$ cat config.mk
export PLATFORM = sky130hd
export DESIGN_NAME = ndf_select
export DESIGN_NICKNAME = d
export VERILOG_FILES = /design/src/ndf_pkg.sv /design/src/ndf_damp_map.sv /design/src/ndf_notch_shape.sv /design/src/ndf_select.sv
export SDC_FILE = /design/constraint.sdc
export NUM_CORES = 1
export LEC_CHECK = 0
export BUFFER_PORTS_ARGS = -buffer_cell sky130_fd_sc_hd__buf_4
export CAP_MARGIN = 40
export CELL_PAD_IN_SITES_DETAIL_PLACEMENT = 1
export CELL_PAD_IN_SITES_GLOBAL_PLACEMENT = 1
export CORE_MARGIN = 4
export CORE_UTILIZATION = 46
export DETAILED_ROUTE_END_ITERATION = 10
export PLACE_DENSITY = 0.79
export SYNTH_ARGS = -nofsm -noshare
export SYNTH_HDL_FRONTEND = slang
export SYNTH_SLANG_ARGS = --single-unit
$ cat constraint.sdc
create_clock -name i_clk -period 3.65 [get_ports i_clk]
set_clock_uncertainty 0.1 [all_clocks]
set_input_delay 0.5475 -clock i_clk [delete_from_list [all_inputs] [get_ports i_clk]]
set_output_delay 0.5475 -clock i_clk [all_outputs]
set_load 0.02 [all_outputs]
$ cat src/ndf_pkg.sv
// Purpose: Shared constants for the notch and damping filter select block
// Assumes: 20 MHz control clock, synchronous active-low reset
// Notes: Register offsets are word addresses on the plain register port
package ndf_pkg;
    // ==========================================================
    // Clock and timing
    localparam int CLK_HZ = 20000000;
    localparam int CMD_WIN_NS = 125000; // Command pulse counting window, 0.125 ms
    localparam int CMD_WIN_CYC = (CMD_WIN_NS * (CLK_HZ / 1000000)) / 1000;
    localparam logic [12:0] CMD_WIN_LAST = 13'(CMD_WIN_CYC - 1);

    // ==========================================================
    // Register offsets
    localparam logic [3:0] OFS_N3_WIDTH = 4'h0;
    localparam logic [3:0] OFS_N3_DEPTH = 4'h1;
    localparam logic [3:0] OFS_N4_FREQ = 4'h2;
    localparam logic [3:0] OFS_N4_WIDTH = 4'h3;
    localparam logic [3:0] OFS_N4_DEPTH = 4'h4;
    localparam logic [3:0] OFS_SW_MODE = 4'h5;
    localparam logic [3:0] OFS_CTRL = 4'h6;
    localparam logic [3:0] OFS_DAMP_FREQ0 = 4'h8; // Four consecutive words
    localparam logic [3:0] OFS_STATUS = 4'hC;
    localparam logic [3:0] OFS_APPLY = 4'hD;

    // ==========================================================
    // Limits and reset values
    localparam logic [15:0] WIDTH_MAX = 16'h0014;
    localparam logic [15:0] WIDTH_RST = 16'h0002;
    localparam logic [15:0] DEPTH_MAX = 16'h0063;
    localparam logic [15:0] DEPTH_RST = 16'h0000;
    localparam logic [15:0] FREQ_MIN = 16'h0032;
    localparam logic [15:0] FREQ_MAX = 16'h1388;
    localparam logic [15:0] FREQ_RST = 16'h1388;
    localparam logic [15:0] MODE_MAX = 16'h0006;
    localparam logic [15:0] MODE_RST = 16'h0000;
    localparam logic [15:0] DFREQ_MAX = 16'h0BB8;
    localparam logic [15:0] DFREQ_MIN_VALID = 16'h000A; // 0..9 disable, unit 0.1 Hz
    localparam logic [15:0] DFREQ_RST = 16'h0000;

    // Control register fields
    localparam int CTRL_TWO_DOF = 0;
    localparam int CTRL_AD_LO = 1; // Adaptive mode, bits 3:1
    localparam int CTRL_AD_HI = 3;

    // Adaptive modes
    localparam logic [2:0] AD_ONE = 3'h1;
    localparam logic [2:0] AD_TWO = 3'h2;
    localparam logic [2:0] AD_PRECISE = 3'h5;

    // Selector states, one bit flips per step except IDLE to SWITCH
    typedef enum logic [1:0] {
        NDF_IDLE = 2'b00,
        NDF_CMD = 2'b01,
        NDF_SWITCH = 2'b11
    } ndf_sel_e;
endpackage

$ cat src/ndf_damp_map.sv
// Purpose: Maps switching mode and inputs to the damping enable vector
// Assumes: Inputs already synchronised to the control clock
// Notes: Purely combinational, sampled by the selector at a switch
module ndf_damp_map (
    input wire logic [2:0] i_mode,
    input wire logic i_sel_a,
    input wire logic i_sel_b,
    input wire logic i_dir_neg,
    input wire logic i_two_dof,
    output logic [3:0] o_enable
);
    // ==========================================================
    // Mode decode, bit0 is the first filter or model
    always_comb begin
        case (i_mode)
            3'h0: o_enable = 4'b0011;
            3'h1: o_enable = i_sel_a ? 4'b1010 : 4'b0101;
            3'h2: o_enable = 4'(4'b0001 << {i_sel_b, i_sel_a});
            3'h3: o_enable = i_dir_neg ? 4'b1010 : 4'b0101;
            3'h4: o_enable = i_two_dof ? 4'b0011 : 4'b0111;
            3'h5: o_enable = i_two_dof ? (i_sel_a ? 4'b0010 : 4'b0001) : 4'b0011;
            3'h6: o_enable = i_two_dof ? (i_dir_neg ? 4'b0010 : 4'b0001) : 4'b0011;
            default: o_enable = 4'b0011;
        endcase
    end
endmodule

$ cat src/ndf_notch_shape.sv
// Purpose: Turns notch width and depth settings into shaping coefficients
// Assumes: Settings are already clamped to their legal ranges
// Notes: Linear maps keep the coefficient monotonic in the setting
module ndf_notch_shape (
    input wire logic [4:0] i_width,
    input wire logic [6:0] i_depth,
    output logic [7:0] o_bw_coef,
    output logic [7:0] o_gain_coef
);
    // ==========================================================
    // wider with setting
    assign o_bw_coef = 8'({3'h0, i_width} * 8'h0C);
    assign o_gain_coef = 8'({1'b0, i_depth} + {2'h0, i_depth[6:1]});
endmodule

$ cat src/ndf_select.sv
// Purpose: Notch three/four settings and damping filter selection
// Assumes: One 20 MHz clock; command pulses arrive as one-cycle strobes
// Notes: Selection inputs and in-position come from pins, synchronised here
//
// The address-and-strobe port and the placing of the registers were left to the implementer.

// Operation
// - Third notch width 0..20, default 2
// - Third notch depth defaults to 0
// - Fourth notch frequency 50..5000, 5000 disables
// - Adaptive loads fourth frequency from estimate
// - Fourth notch width 0..20, default 2
// - Fourth notch depth 0..99, default 0
// - Width grows notch monotonically
// - Depth setting makes notch shallower
// - Adaptive overwrites third/fourth notch parameters
// - Switching mode 0..6 default 0
// - Mode 0 enables filters one and two
// - Mode 1 pair by input a
// - Mode 2 single filter by b,a
// - Mode 3 pair by command direction
// - No 2DOF: mode 4 models 1-3
// - 2DOF modes 4..6 pick models
// - Switch at qualified command edge in position
// - Release stored difference faster at switch
// - Power-cycle parameters apply at next power-on
// - Adaptive 1 third only, 2 both
// - Damping frequency 0..9 disables filter
module ndf_select (
    input wire logic i_clk,
    input wire logic i_rst_n,
    input wire logic [3:0] i_addr,
    input wire logic [15:0] i_wdata,
    input wire logic i_wr,
    input wire logic i_rd,
    output logic [15:0] o_rdata,
    input wire logic i_sel_a,
    input wire logic i_sel_b,
    input wire logic i_in_position,
    input wire logic i_cmd_pulse,
    input wire logic i_cmd_neg,
    input wire logic i_ad_valid,
    input wire logic [15:0] i_ad_freq2,
    input wire logic [4:0] i_ad_width3,
    input wire logic [6:0] i_ad_depth3,
    input wire logic [4:0] i_ad_width4,
    input wire logic [6:0] i_ad_depth4,
    output logic [3:0] o_damp_enable,
    output logic o_damp_switch,
    output logic o_fast_release,
    output logic [15:0] o_n4_freq,
    output logic o_n4_active,
    output logic [7:0] o_n3_bw,
    output logic [7:0] o_n3_gain,
    output logic [7:0] o_n4_bw,
    output logic [7:0] o_n4_gain
);
    // ==========================================================
    // Helpers

    // Saturates a written value into [lo, hi]
    function automatic logic [15:0] clamp(input logic [15:0] v, input logic [15:0] lo,
                                          input logic [15:0] hi);
        clamp = (v < lo) ? lo : ((v > hi) ? hi : v);
    endfunction

    // True when an adaptive mode owns the given notch (0 third, 1 fourth)
    function automatic logic ad_owns(input logic [2:0] m, input logic fourth);
        if (fourth) begin
            ad_owns = (m == ndf_pkg::AD_TWO) || (m == ndf_pkg::AD_PRECISE);
        end else begin
            ad_owns = (m == ndf_pkg::AD_ONE) || (m == ndf_pkg::AD_TWO) ||
                      (m == ndf_pkg::AD_PRECISE);
        end
    endfunction

    // ==========================================================
    // Declarations
    logic [15:0] n3_width_reg;
    logic [15:0] n3_depth_reg;
    logic [15:0] n4_freq_reg;
    logic [15:0] n4_width_reg;
    logic [15:0] n4_depth_reg;
    logic [15:0] mode_pend_reg;
    logic [15:0] mode_live_reg;
    logic [3:0] ctrl_pend_reg;
    logic [3:0] ctrl_live_reg;
    logic [15:0] dfreq_reg [0:3];
    logic [1:0] sa_sync_reg;
    logic [1:0] sb_sync_reg;
    logic [1:0] ip_sync_reg;
    logic [12:0] win_cnt_reg;
    logic win_busy_reg;
    logic win_prev_busy_reg;
    logic cmd_dir_reg;
    ndf_pkg::ndf_sel_e state_reg;
    ndf_pkg::ndf_sel_e state_next;
    logic [3:0] enable_reg;
    logic [3:0] map_enable;
    logic [3:0] dfreq_ok;
    logic switch_now;
    logic wr_hit;
    logic [2:0] ad_mode;
    logic [7:0] n3_bw;
    logic [7:0] n3_gain;
    logic [7:0] n4_bw;
    logic [7:0] n4_gain;

    assign ad_mode = ctrl_live_reg[ndf_pkg::CTRL_AD_HI:ndf_pkg::CTRL_AD_LO];
    assign wr_hit = i_wr;

    // ==========================================================
    // Pin synchronisers, first stage read only by second
    always_ff @(posedge i_clk) begin
        if (!i_rst_n) begin
            sa_sync_reg <= 2'h0;
            sb_sync_reg <= 2'h0;
            ip_sync_reg <= 2'h0;
        end else begin
            sa_sync_reg <= {sa_sync_reg[0], i_sel_a};
            sb_sync_reg <= {sb_sync_reg[0], i_sel_b};
            ip_sync_reg <= {ip_sync_reg[0], i_in_position};
        end
    end

    // ==========================================================
    // Third notch settings; writes clamped, adaptive overrides
    always_ff @(posedge i_clk) begin
        if (!i_rst_n) begin
            n3_width_reg <= ndf_pkg::WIDTH_RST;
            n3_depth_reg <= ndf_pkg::DEPTH_RST;
        end else if (i_ad_valid && ad_owns(ad_mode, 1'b0)) begin
            n3_width_reg <= {11'h000, i_ad_width3};
            n3_depth_reg <= {9'h000, i_ad_depth3};
        end else if (wr_hit) begin
            if (i_addr == ndf_pkg::OFS_N3_WIDTH) begin
                n3_width_reg <= clamp(i_wdata, 16'h0000, ndf_pkg::WIDTH_MAX);
            end
            if (i_addr == ndf_pkg::OFS_N3_DEPTH) begin
                n3_depth_reg <= clamp(i_wdata, 16'h0000, ndf_pkg::DEPTH_MAX);
            end
        end
    end

    // ==========================================================
    // Fourth notch settings
    always_ff @(posedge i_clk) begin
        if (!i_rst_n) begin
            n4_freq_reg <= ndf_pkg::FREQ_RST;
            n4_width_reg <= ndf_pkg::WIDTH_RST;
            n4_depth_reg <= ndf_pkg::DEPTH_RST;
        end else if (i_ad_valid && ad_owns(ad_mode, 1'b1)) begin
            n4_freq_reg <= clamp(i_ad_freq2, ndf_pkg::FREQ_MIN, ndf_pkg::FREQ_MAX);
            n4_width_reg <= {11'h000, i_ad_width4};
            n4_depth_reg <= {9'h000, i_ad_depth4};
        end else if (wr_hit) begin
            if (i_addr == ndf_pkg::OFS_N4_FREQ) begin
                n4_freq_reg <= clamp(i_wdata, ndf_pkg::FREQ_MIN, ndf_pkg::FREQ_MAX);
            end
            if (i_addr == ndf_pkg::OFS_N4_WIDTH) begin
                n4_width_reg <= clamp(i_wdata, 16'h0000, ndf_pkg::WIDTH_MAX);
            end
            if (i_addr == ndf_pkg::OFS_N4_DEPTH) begin
                n4_depth_reg <= clamp(i_wdata, 16'h0000, ndf_pkg::DEPTH_MAX);
            end
        end
    end

    // ==========================================================
    // Mode and control: written to a pending copy, made live only by
    // the apply strobe, which stands in for the next control power-on
    always_ff @(posedge i_clk) begin
        if (!i_rst_n) begin
            mode_pend_reg <= ndf_pkg::MODE_RST;
            ctrl_pend_reg <= 4'h0;
        end else if (wr_hit) begin
            if (i_addr == ndf_pkg::OFS_SW_MODE) begin
                mode_pend_reg <= clamp(i_wdata, 16'h0000, ndf_pkg::MODE_MAX);
            end
            if (i_addr == ndf_pkg::OFS_CTRL) begin
                ctrl_pend_reg <= i_wdata[3:0];
            end
        end
    end

    always_ff @(posedge i_clk) begin
        if (!i_rst_n) begin
            mode_live_reg <= ndf_pkg::MODE_RST;
            ctrl_live_reg <= 4'h0;
        end else if (wr_hit && i_addr == ndf_pkg::OFS_APPLY) begin
            mode_live_reg <= mode_pend_reg;
            ctrl_live_reg <= ctrl_pend_reg;
        end
    end

    // ==========================================================
    // Damping frequencies, one word each
    always_ff @(posedge i_clk) begin
        if (!i_rst_n) begin
            for (int i = 0; i < 4; i++) begin
                dfreq_reg[i] <= ndf_pkg::DFREQ_RST;
            end
        end else if (wr_hit && i_addr[3:2] == ndf_pkg::OFS_DAMP_FREQ0[3:2]) begin
            dfreq_reg[i_addr[1:0]] <= clamp(i_wdata, 16'h0000, ndf_pkg::DFREQ_MAX);
        end
    end

    always_comb begin
        for (int i = 0; i < 4; i++) begin
            dfreq_ok[i] = (dfreq_reg[i] >= ndf_pkg::DFREQ_MIN_VALID);
        end
    end

    // ==========================================================
    // Command window: busy while any pulse seen in the last 0.125 ms
    always_ff @(posedge i_clk) begin
        if (!i_rst_n) begin
            win_cnt_reg <= 13'h0000;
            win_busy_reg <= 1'b0;
            win_prev_busy_reg <= 1'b0;
            cmd_dir_reg <= 1'b0;
        end else begin
            win_prev_busy_reg <= win_busy_reg;
            if (i_cmd_pulse) begin
                win_cnt_reg <= ndf_pkg::CMD_WIN_LAST;
                win_busy_reg <= 1'b1;
                cmd_dir_reg <= i_cmd_neg;
            end else if (win_cnt_reg != 13'h0000) begin
                win_cnt_reg <= win_cnt_reg - 13'h0001;
            end else begin
                win_busy_reg <= 1'b0;
            end
        end
    end

    // ==========================================================
    // Selection map
    ndf_damp_map u_map (
        .i_mode(mode_live_reg[2:0]),
        .i_sel_a(sa_sync_reg[1]),
        .i_sel_b(sb_sync_reg[1]),
        .i_dir_neg(cmd_dir_reg),
        .i_two_dof(ctrl_live_reg[ndf_pkg::CTRL_TWO_DOF]),
        .o_enable(map_enable)
    );

    assign switch_now = win_busy_reg && !win_prev_busy_reg && ip_sync_reg[1];

    // Selector state machine
    always_comb begin
        case (state_reg)
            ndf_pkg::NDF_IDLE: state_next = switch_now ? ndf_pkg::NDF_SWITCH : ndf_pkg::NDF_IDLE;
            ndf_pkg::NDF_SWITCH: state_next = ndf_pkg::NDF_CMD;
            ndf_pkg::NDF_CMD: state_next = win_busy_reg ? ndf_pkg::NDF_CMD : ndf_pkg::NDF_IDLE;
            default: state_next = ndf_pkg::NDF_IDLE;
        endcase
    end

    always_ff @(posedge i_clk) begin
        if (!i_rst_n) begin
            state_reg <= ndf_pkg::NDF_IDLE;
        end else begin
            state_reg <= state_next;
        end
    end

    always_ff @(posedge i_clk) begin
        if (!i_rst_n) begin
            enable_reg <= 4'b0011;
        end else if (switch_now) begin
            enable_reg <= map_enable;
        end
    end

    // ==========================================================
    // Notch shaping
    ndf_notch_shape u_n3 (
        .i_width(n3_width_reg[4:0]),
        .i_depth(n3_depth_reg[6:0]),
        .o_bw_coef(n3_bw),
        .o_gain_coef(n3_gain)
    );

    ndf_notch_shape u_n4 (
        .i_width(n4_width_reg[4:0]),
        .i_depth(n4_depth_reg[6:0]),
        .o_bw_coef(n4_bw),
        .o_gain_coef(n4_gain)
    );

    // ==========================================================
    // Registered outputs
    always_ff @(posedge i_clk) begin
        if (!i_rst_n) begin
            o_damp_enable <= 4'h0;
            o_damp_switch <= 1'b0;
            o_fast_release <= 1'b0;
            o_n4_freq <= ndf_pkg::FREQ_RST;
            o_n4_active <= 1'b0;
            o_n3_bw <= 8'h00;
            o_n3_gain <= 8'h00;
            o_n4_bw <= 8'h00;
            o_n4_gain <= 8'h00;
        end else begin
            o_damp_enable <= enable_reg & dfreq_ok;
            o_damp_switch <= (state_reg == ndf_pkg::NDF_SWITCH);
            o_fast_release <= (state_reg == ndf_pkg::NDF_SWITCH) ||
                              (o_fast_release && state_reg == ndf_pkg::NDF_CMD);
            o_n4_freq <= n4_freq_reg;
            o_n4_active <= (n4_freq_reg != ndf_pkg::FREQ_MAX);
            o_n3_bw <= n3_bw;
            o_n3_gain <= n3_gain;
            o_n4_bw <= n4_bw;
            o_n4_gain <= n4_gain;
        end
    end

    // ==========================================================
    // Read port, data one cycle after strobe; unmapped reads zero
    always_ff @(posedge i_clk) begin
        if (!i_rst_n) begin
            o_rdata <= 16'h0000;
        end else if (i_rd) begin
            case (i_addr)
                ndf_pkg::OFS_N3_WIDTH: o_rdata <= n3_width_reg;
                ndf_pkg::OFS_N3_DEPTH: o_rdata <= n3_depth_reg;
                ndf_pkg::OFS_N4_FREQ: o_rdata <= n4_freq_reg;
                ndf_pkg::OFS_N4_WIDTH: o_rdata <= n4_width_reg;
                ndf_pkg::OFS_N4_DEPTH: o_rdata <= n4_depth_reg;
                ndf_pkg::OFS_SW_MODE: o_rdata <= mode_pend_reg;
                ndf_pkg::OFS_CTRL: o_rdata <= {12'h000, ctrl_pend_reg};
                4'h8, 4'h9, 4'hA, 4'hB: o_rdata <= dfreq_reg[i_addr[1:0]];
                ndf_pkg::OFS_STATUS: o_rdata <= {8'h00, mode_live_reg[2:0],
                                                 ip_sync_reg[1], enable_reg};
                default: o_rdata <= 16'h0000;
            endcase
        end else begin
            o_rdata <= 16'h0000;
        end
    end
endmodule

* Word level (Yosys, flattened, before mapping)
Memory sizes are Yosys's and may differ from the RTL's.
Index checks and enable logic that the tools add are counted.
** Operators by class
- Add/subtract/negate cells :: 3
- Multipliers :: 2
- Div/mod/pow operators :: 0
- Order comparisons :: 13
- Equal/unequal tests :: 26
- Shifts and indexed selects :: 1
- Muxes and demuxes :: 52
- Bitwise gates (word level) :: 2
- Reductions and logical operators :: 40
** Operators by type and width (number)
- $mux 16 :: 16
- $pmux 16 s9 :: 1
- $ge 16x4->1 const B :: 4
- $mux 7 :: 6
- $gt 16x13->1 const B :: 2
- $lt 16x6->1 const B :: 2
- $mux 5 :: 6
- $eq 4x4->1 const B :: 6
- $mux 12 :: 2
- $pmux 4 s6 :: 1
- $reduce_and 2->1 :: 12
- $add 7x6->8 :: 2
- $gt 16x12->1 const B :: 1
- $gt 16x3->1 const B :: 1
- $gt 16x5->1 const B :: 1
- $gt 16x7->1 const B :: 1
- $lt 16x1->1 const B :: 1
- $mux 4 :: 4
- $ne 16x13->1 const B :: 1
- $reduce_bool 2->1 :: 8
- $reduce_or 16->1 :: 1
- $reduce_bool 13->1 :: 1
- $sub 13x1->13 const B :: 1
- $eq 3x3->1 const B :: 4
- other kinds (23) :: 54
** Storage, ports and cells
- Register bits after elaboration :: 206
- Latch bits :: 0
- Bits in writable memories :: 64
- Memory bits (read-only) :: 0
- Bits of input ports :: 70
- Word-level logic and storage cells :: 175
- Memories :: 1
** Memories
- dfreq_reg :: depth 4, width 16, rd ports 5, clocked after Yosys merged registers in 0, wr ports 4, line ndf_select.sv:88 : logic [15:0] dfreq_reg [0:3];

* Logic depth before layout (Yosys ltp)
- Depth after elaboration :: 7
- Depth in mapped cells :: 8

* Hierarchy
From an unflattened synthesis, not the netlist that was laid out.
** Second synthesis, totals
- Cell total of the unflattened synthesis :: 1152
- Area total of the unflattened synthesis :: 11725.0 um2
** By module, submodules not included
- ndf_select :: times used 1, cells each 1004, area an instance 10597.7 um2
- ndf_notch_shape :: times used 2, cells each 60, area an instance 466.7 um2
- ndf_damp_map :: times used 1, cells each 28, area an instance 193.9 um2

* Worst setup path after synthesis
No wires, ideal clock.
- Path type :: input to register
- Start :: in i_addr[3]
- End :: mem dfreq_reg[0][0], enable pin
- Library setup time :: 414 ps
- Arrival time :: 2607 ps
- Data required time :: 3136 ps
- Slack :: 529 ps
- Stages on the path :: 6
- Cell sequence :: buf_4 -> buf_2 -> nor2b_1 -> buf_2 -> nand2_1 -> o31ai_1
** RTL lines
- start: declaration :: line ndf_select.sv:32 : input wire logic [3:0] i_addr,
- end: declaration :: line ndf_select.sv:88

* Worst setup path after layout
- Start :: reg ctrl_live_reg[2]
- End :: reg n4_freq_reg[2]
** On the way
- Cells in the longest elaborated chain, start to end :: 6
- Elaborated cells on any way between the ends :: 9
- Those cells by class :: 2 x eq/ne; 2 x mux; 5 x reduce/logical
** Ends and longest elaborated chain
- start: declaration :: line ndf_select.sv:87 : logic [3:0] ctrl_live_reg;
- start signal: assignment :: line ndf_select.sv:192 : ctrl_live_reg <= ctrl_pend_reg;
- $eq 3x2->1 / $eq 3x3->1 (equally long branches)
- $logic_or 1x1->1 * :: line ndf_select.sv:70 : ad_owns = (m == ndf_pkg::AD_TWO) || (m == ndf_pkg::AD_PRECISE);
- $mux 1 * :: line ndf_select.sv:148 : if (!i_rst_n) begin
- $logic_and 1x1->1 * :: line ndf_select.sv:152 : end else if (i_ad_valid && ad_owns(ad_mode, 1'b1)) begin
- $reduce_bool 2->1 (no source line)
- $reduce_and 2->1 (no source line)
- end signal: assignment :: line ndf_select.sv:149 : n4_freq_reg <= ndf_pkg::FREQ_RST;
- end signal: assignment :: line ndf_select.sv:153 : n4_freq_reg <= clamp(i_ad_freq2, ndf_pkg::FREQ_MIN, ndf_pkg::FREQ_MAX);
- end signal: assignment :: line ndf_select.sv:158 : n4_freq_reg <= clamp(i_wdata, ndf_pkg::FREQ_MIN, ndf_pkg::FREQ_MAX);
- end: declaration :: line ndf_select.sv:81 : logic [15:0] n4_freq_reg;
Mark *: on every way between the ends. The rest lies on a longest branch, timed or not. The select of a mux whose other input is x is not followed.
A chain may end at the register's enable or synchronous reset.

==> run summary <==
For this design the static power due to leakage is 5.60 nW. The fraction of power spent switching nets came out at 24.0%. Leaving out filler cells and counting taps, the final layout contains 1,590. The area share of xor/xnor cells in the synthesized design came out at 1.22%. The worst setup path is captured at a register. The met3 wire length came out at 3.35 mm. The register clock-pin slew on the reported worst setup and hold paths came out at 0.06 ns. The proportion of power drawn by flip-flops and latches is 48.6%. The vertical die dimension is 166 um.

The synthesized netlist devotes 14.8% of its cell area to compound gates. The number of iterations in the first detailed-routing pass came out at 6. The share of synthesized area occupied by flip-flops and latches is 51.8%. The number of instances resized during post-cts repair is 0. The proportion of synthesized flip-flops having asynchronous set or reset is 0%. The number of synthesized flops with an enable pin came out at 64. The fraction of final layout cells sized beyond drive strength 1 came out at 19.4%.

The starting DRC count in detailed routing came out at 974. The aggregate global routing overflow is 0. Global routing consumed, over all layers together, 26.6% of the routing resources.

The via count of the first global-routing pass came out at 10,051. The total placed cells including tap cells came out at 1,536. The power dissipated by switching net loads came out at 1.57 mW.

The fraction of post-synthesis cell area in the top cell type by area is 35.1%. The insertion delay of the later-clocked pin in the worst-skew pair came out at 0.55 ns. The hold buffer count at cts is 0. The post-route standard cell area excluding fillers came out at 0.0138 mm2. Power spread over the standard cell area amounts to 474 mW/mm2.

The final number of max-transition violations came to 0. The worst hold path depth came out at 2. The CTS sink count came out at 266. The final-report hold violation count is 0.

After detailed routing, the wire length on met1 is 15.8 mm. The top-level I/O count came out at 141. The die is 166 um wide. The peak fanout along the critical path is 15. The setup slack after layout is 1.08 ns. Setup violations remaining at the end of the flow were counted as 0. After synthesis, the largest family of logic cells by area is simple AND/OR/NAND/NOR gates. The setup path with the least slack is of type reg -> reg.

The maximum clock rate came out at 389 MHz. The maximum buffer depth of the clock tree is 3. The relative slew slack came out at 35.9%. The slew at the pin with the worst max-slew slack came out at 0.962 ns. At the worst endpoint, the arrival time is 2.96 ns. The remaining antenna violation count after routing is 0.

Prior to clock tree synthesis, the placed netlist has a worst setup slack of 0.786 ns. The synthesized design spends more area on one cell type than any other, namely dfxtp_1. The worst hold path belongs to the class in -> reg. The average wire per standard cell came out at 23.7 um. The final-layout setup total negative slack came out at 0 ns. The number of buffers inserted to repair setup after CTS came out at 0. The largest net degree at the start of global routing came out at 65.

The number of fillers in the final layout is 2,673. TritonCTS built the clock tree. The number of cells produced by synthesis came out at 1,109. The netlist area before placement came out at 0.0115 mm2. Per report_power, the combinational group accounts for 7.8% of the total. The count of state elements after synthesis is 266. After detailed routing, no signal wire sits above met4. At the end of routability-driven placement, the weighted congestion stood at 0.875.

The number of antenna violations at the first check in global routing was 0. The routed layout has 9,695 vias. The floorplan has 57 rows. The core box area is 0.0245 mm2. After synthesis, the share of cell area in mux cells is 4.54%. STA classifies the critical path startpoint as a register. The first-pass GRT wire length came out at 58.8 mm. Clock tree synthesis inserted a total of 29 buffers.

Setup repair after global routing left no endpoint under its margin. The number of flip-flops in the largest register is 64. The starting utilization of the core area came out at 47.1%. The post-placement cell area is 0.0129 mm2. The count of H-tree levels built during CTS came out at 1. After synthesis, the netlist uses 74 different library cells. In the synthesized netlist the dominant register cell turns out to be dfxtp_1. The run finished with clean final reports. After detailed routing, the total wire length is 37.6 mm. The number of inserted diodes is 0. The internal power came out at 4.97 mW. The maximum vdd drop is 0.500 mV. After detailed routing, the number of remaining DRC violations is 0. The wire-length estimate of the detail-placed layout is 26.7 mm. The final design utilization is 56.3%.

The tree is rooted in a clkbuf_16. The area added between synthesis and finish is 19.6%. The count of input and output buffers is 136. The post-layout net count is 1,342. For the worst flop-to-flop path, the logic depth is 6. The tool flagged a number of max-cap violations equal to 0. Yosys printed 0 warnings. The area fraction in and, or, nand and nor cells after synthesis came out at 20.6%. The clock network is responsible for 43.6% of the overall power.

At the worst endpoint, the required time is 4.04 ns. After detailed routing, the number of vias per cell comes to 6.10. The met2 routed wirelength is 17.2 mm. The minimum clock period is 2.57 ns. Ranked by total cell area, the synthesized netlist is headed by dfxtp_1 35%, edfxtp_1 17%, nor2_1 3.3%, and2_1 3.1%, mux4_2 3.1%.

The post-synthesis share of cell area spent on full adders, half adders and majority gates is 3.50%. The die covers 0.0276 mm2. The mean instance size in the synthesized netlist is 10.4 um2. The share of the clock period used by the worst path is 70.4%.
==> layout make-up <==
type	count	area, um2	share of cell area (%)
clock inverters	9	75.1	0.545
repair buffers	158	1180	8.59
flip-flops and latches	266	5970	43.3
inverters	22	82.6	0.599
well taps	324	405	2.94
clock buffers	45	847	6.15
multi-input cells	766	5220	37.9
==> critical path, cell delays in order (launching register included) <==
cell     delay (ns)
dfxtp_1        0.44
and4b_1        0.24
or2_2          0.34
buf_4          0.23
a21oi_1        0.76
a31o_2         0.22
o221a_2        0.17
==> metal layers <==
layer / vias to the layer above / GRT usage, %
met5: - / 0
met4: 0 / 8.36
met3: 81 / 5.36
met2: 457 / 42.4
met1: 4798 / 36.7
li1: 4359 / -
==> cells in the final DEF, fill, tap and decap left out, types with 20 or more instances in the layout <==
master and instances:
a31oi_1 21, a221oi_1 24, conb_1 20, ha_1 25
inv_1 21, nor3_1 21, edfxtp_1 64, a21oi_1 53
o21ai_0 38, nand3_1 20, nand2_1 72, nor2_1 102
and3_1 28, dfxtp_1 202, buf_4 157, and2_1 58
clkbuf_16 30, nor4_1 25, nor3b_1 20
==> synth_stat cells (8+ instances only) <==
| cell | number |
|---|---|
| dfxtp_1 | 202 |
| ha_1 | 25 |
| nor3b_1 | 20 |
| mux2i_1 | 14 |
| nand3_1 | 20 |
| edfxtp_1 | 64 |
| a221oi_1 | 24 |
| o211ai_1 | 8 |
| nor2b_1 | 17 |
| a21oi_1 | 53 |
| a22o_1 | 17 |
| clkbuf_1 | 41 |
| o221ai_1 | 9 |
| xor2_1 | 9 |
| buf_2 | 18 |
| nor3_1 | 21 |
| a22oi_1 | 12 |
| nor4_1 | 25 |
| and2_1 | 58 |
| inv_1 | 22 |
| mux4_2 | 16 |
| nor2_1 | 102 |
| o21ai_0 | 41 |
| a31oi_1 | 21 |
| buf_4 | 8 |
| nand2_1 | 72 |
| a21o_1 | 12 |
| nand2b_1 | 9 |
| and3_1 | 28 |
==> path summary, 6_finish.rpt <==
path	startpoint	endpoint	slack, ns
worst min register to register	ip_sync_reg[0]	ip_sync_reg[1]	0.34
worst max register to register	ctrl_live_reg[2]	n4_freq_reg[2]	1.08
worst min-delay path	i_sel_b	sb_sync_reg[0]	0.11
worst max-delay path	ctrl_live_reg[2]	n4_freq_reg[2]	1.08
==> cell families (layout without fill, tap and decap cells) <==
group | after synthesis | after routing
fa+ha+maj | 30 | 30
simple gates | 424 | 424
mux | 32 | 32
flops | 266 | 266
xor+xnor | 16 | 16
other cells | 1 | 20
buf+inv | 96 | 234
compound gates | 244 | 244
==> per-stage QoR <==
| step | hold WS [ns] | total power [mW] |
|---|---|---|
| after detailed placement | 0.329 | 3.74 |
| after global routing | 0.110 | 6.76 |
| after CTS | 0.106 | 6.57 |
| after floorplan | 0.312 | 3.51 |
| after global placement | 0.320 | 3.72 |
| final | 0.115 | 6.53 |
==> power by group through the flow <==
stage / Sequential [mW] / Combinational (mW) / Clock [mW]
after floorplan: 3.22 / 0.287 / 0
after CTS: 3.17 / 0.509 / 2.89
final: 3.17 / 0.511 / 2.85
after global routing: 3.18 / 0.551 / 3.03
after detailed placement: 3.23 / 0.505 / 0
after global placement: 3.23 / 0.493 / 0
Power figures use the tool's default switching activity.
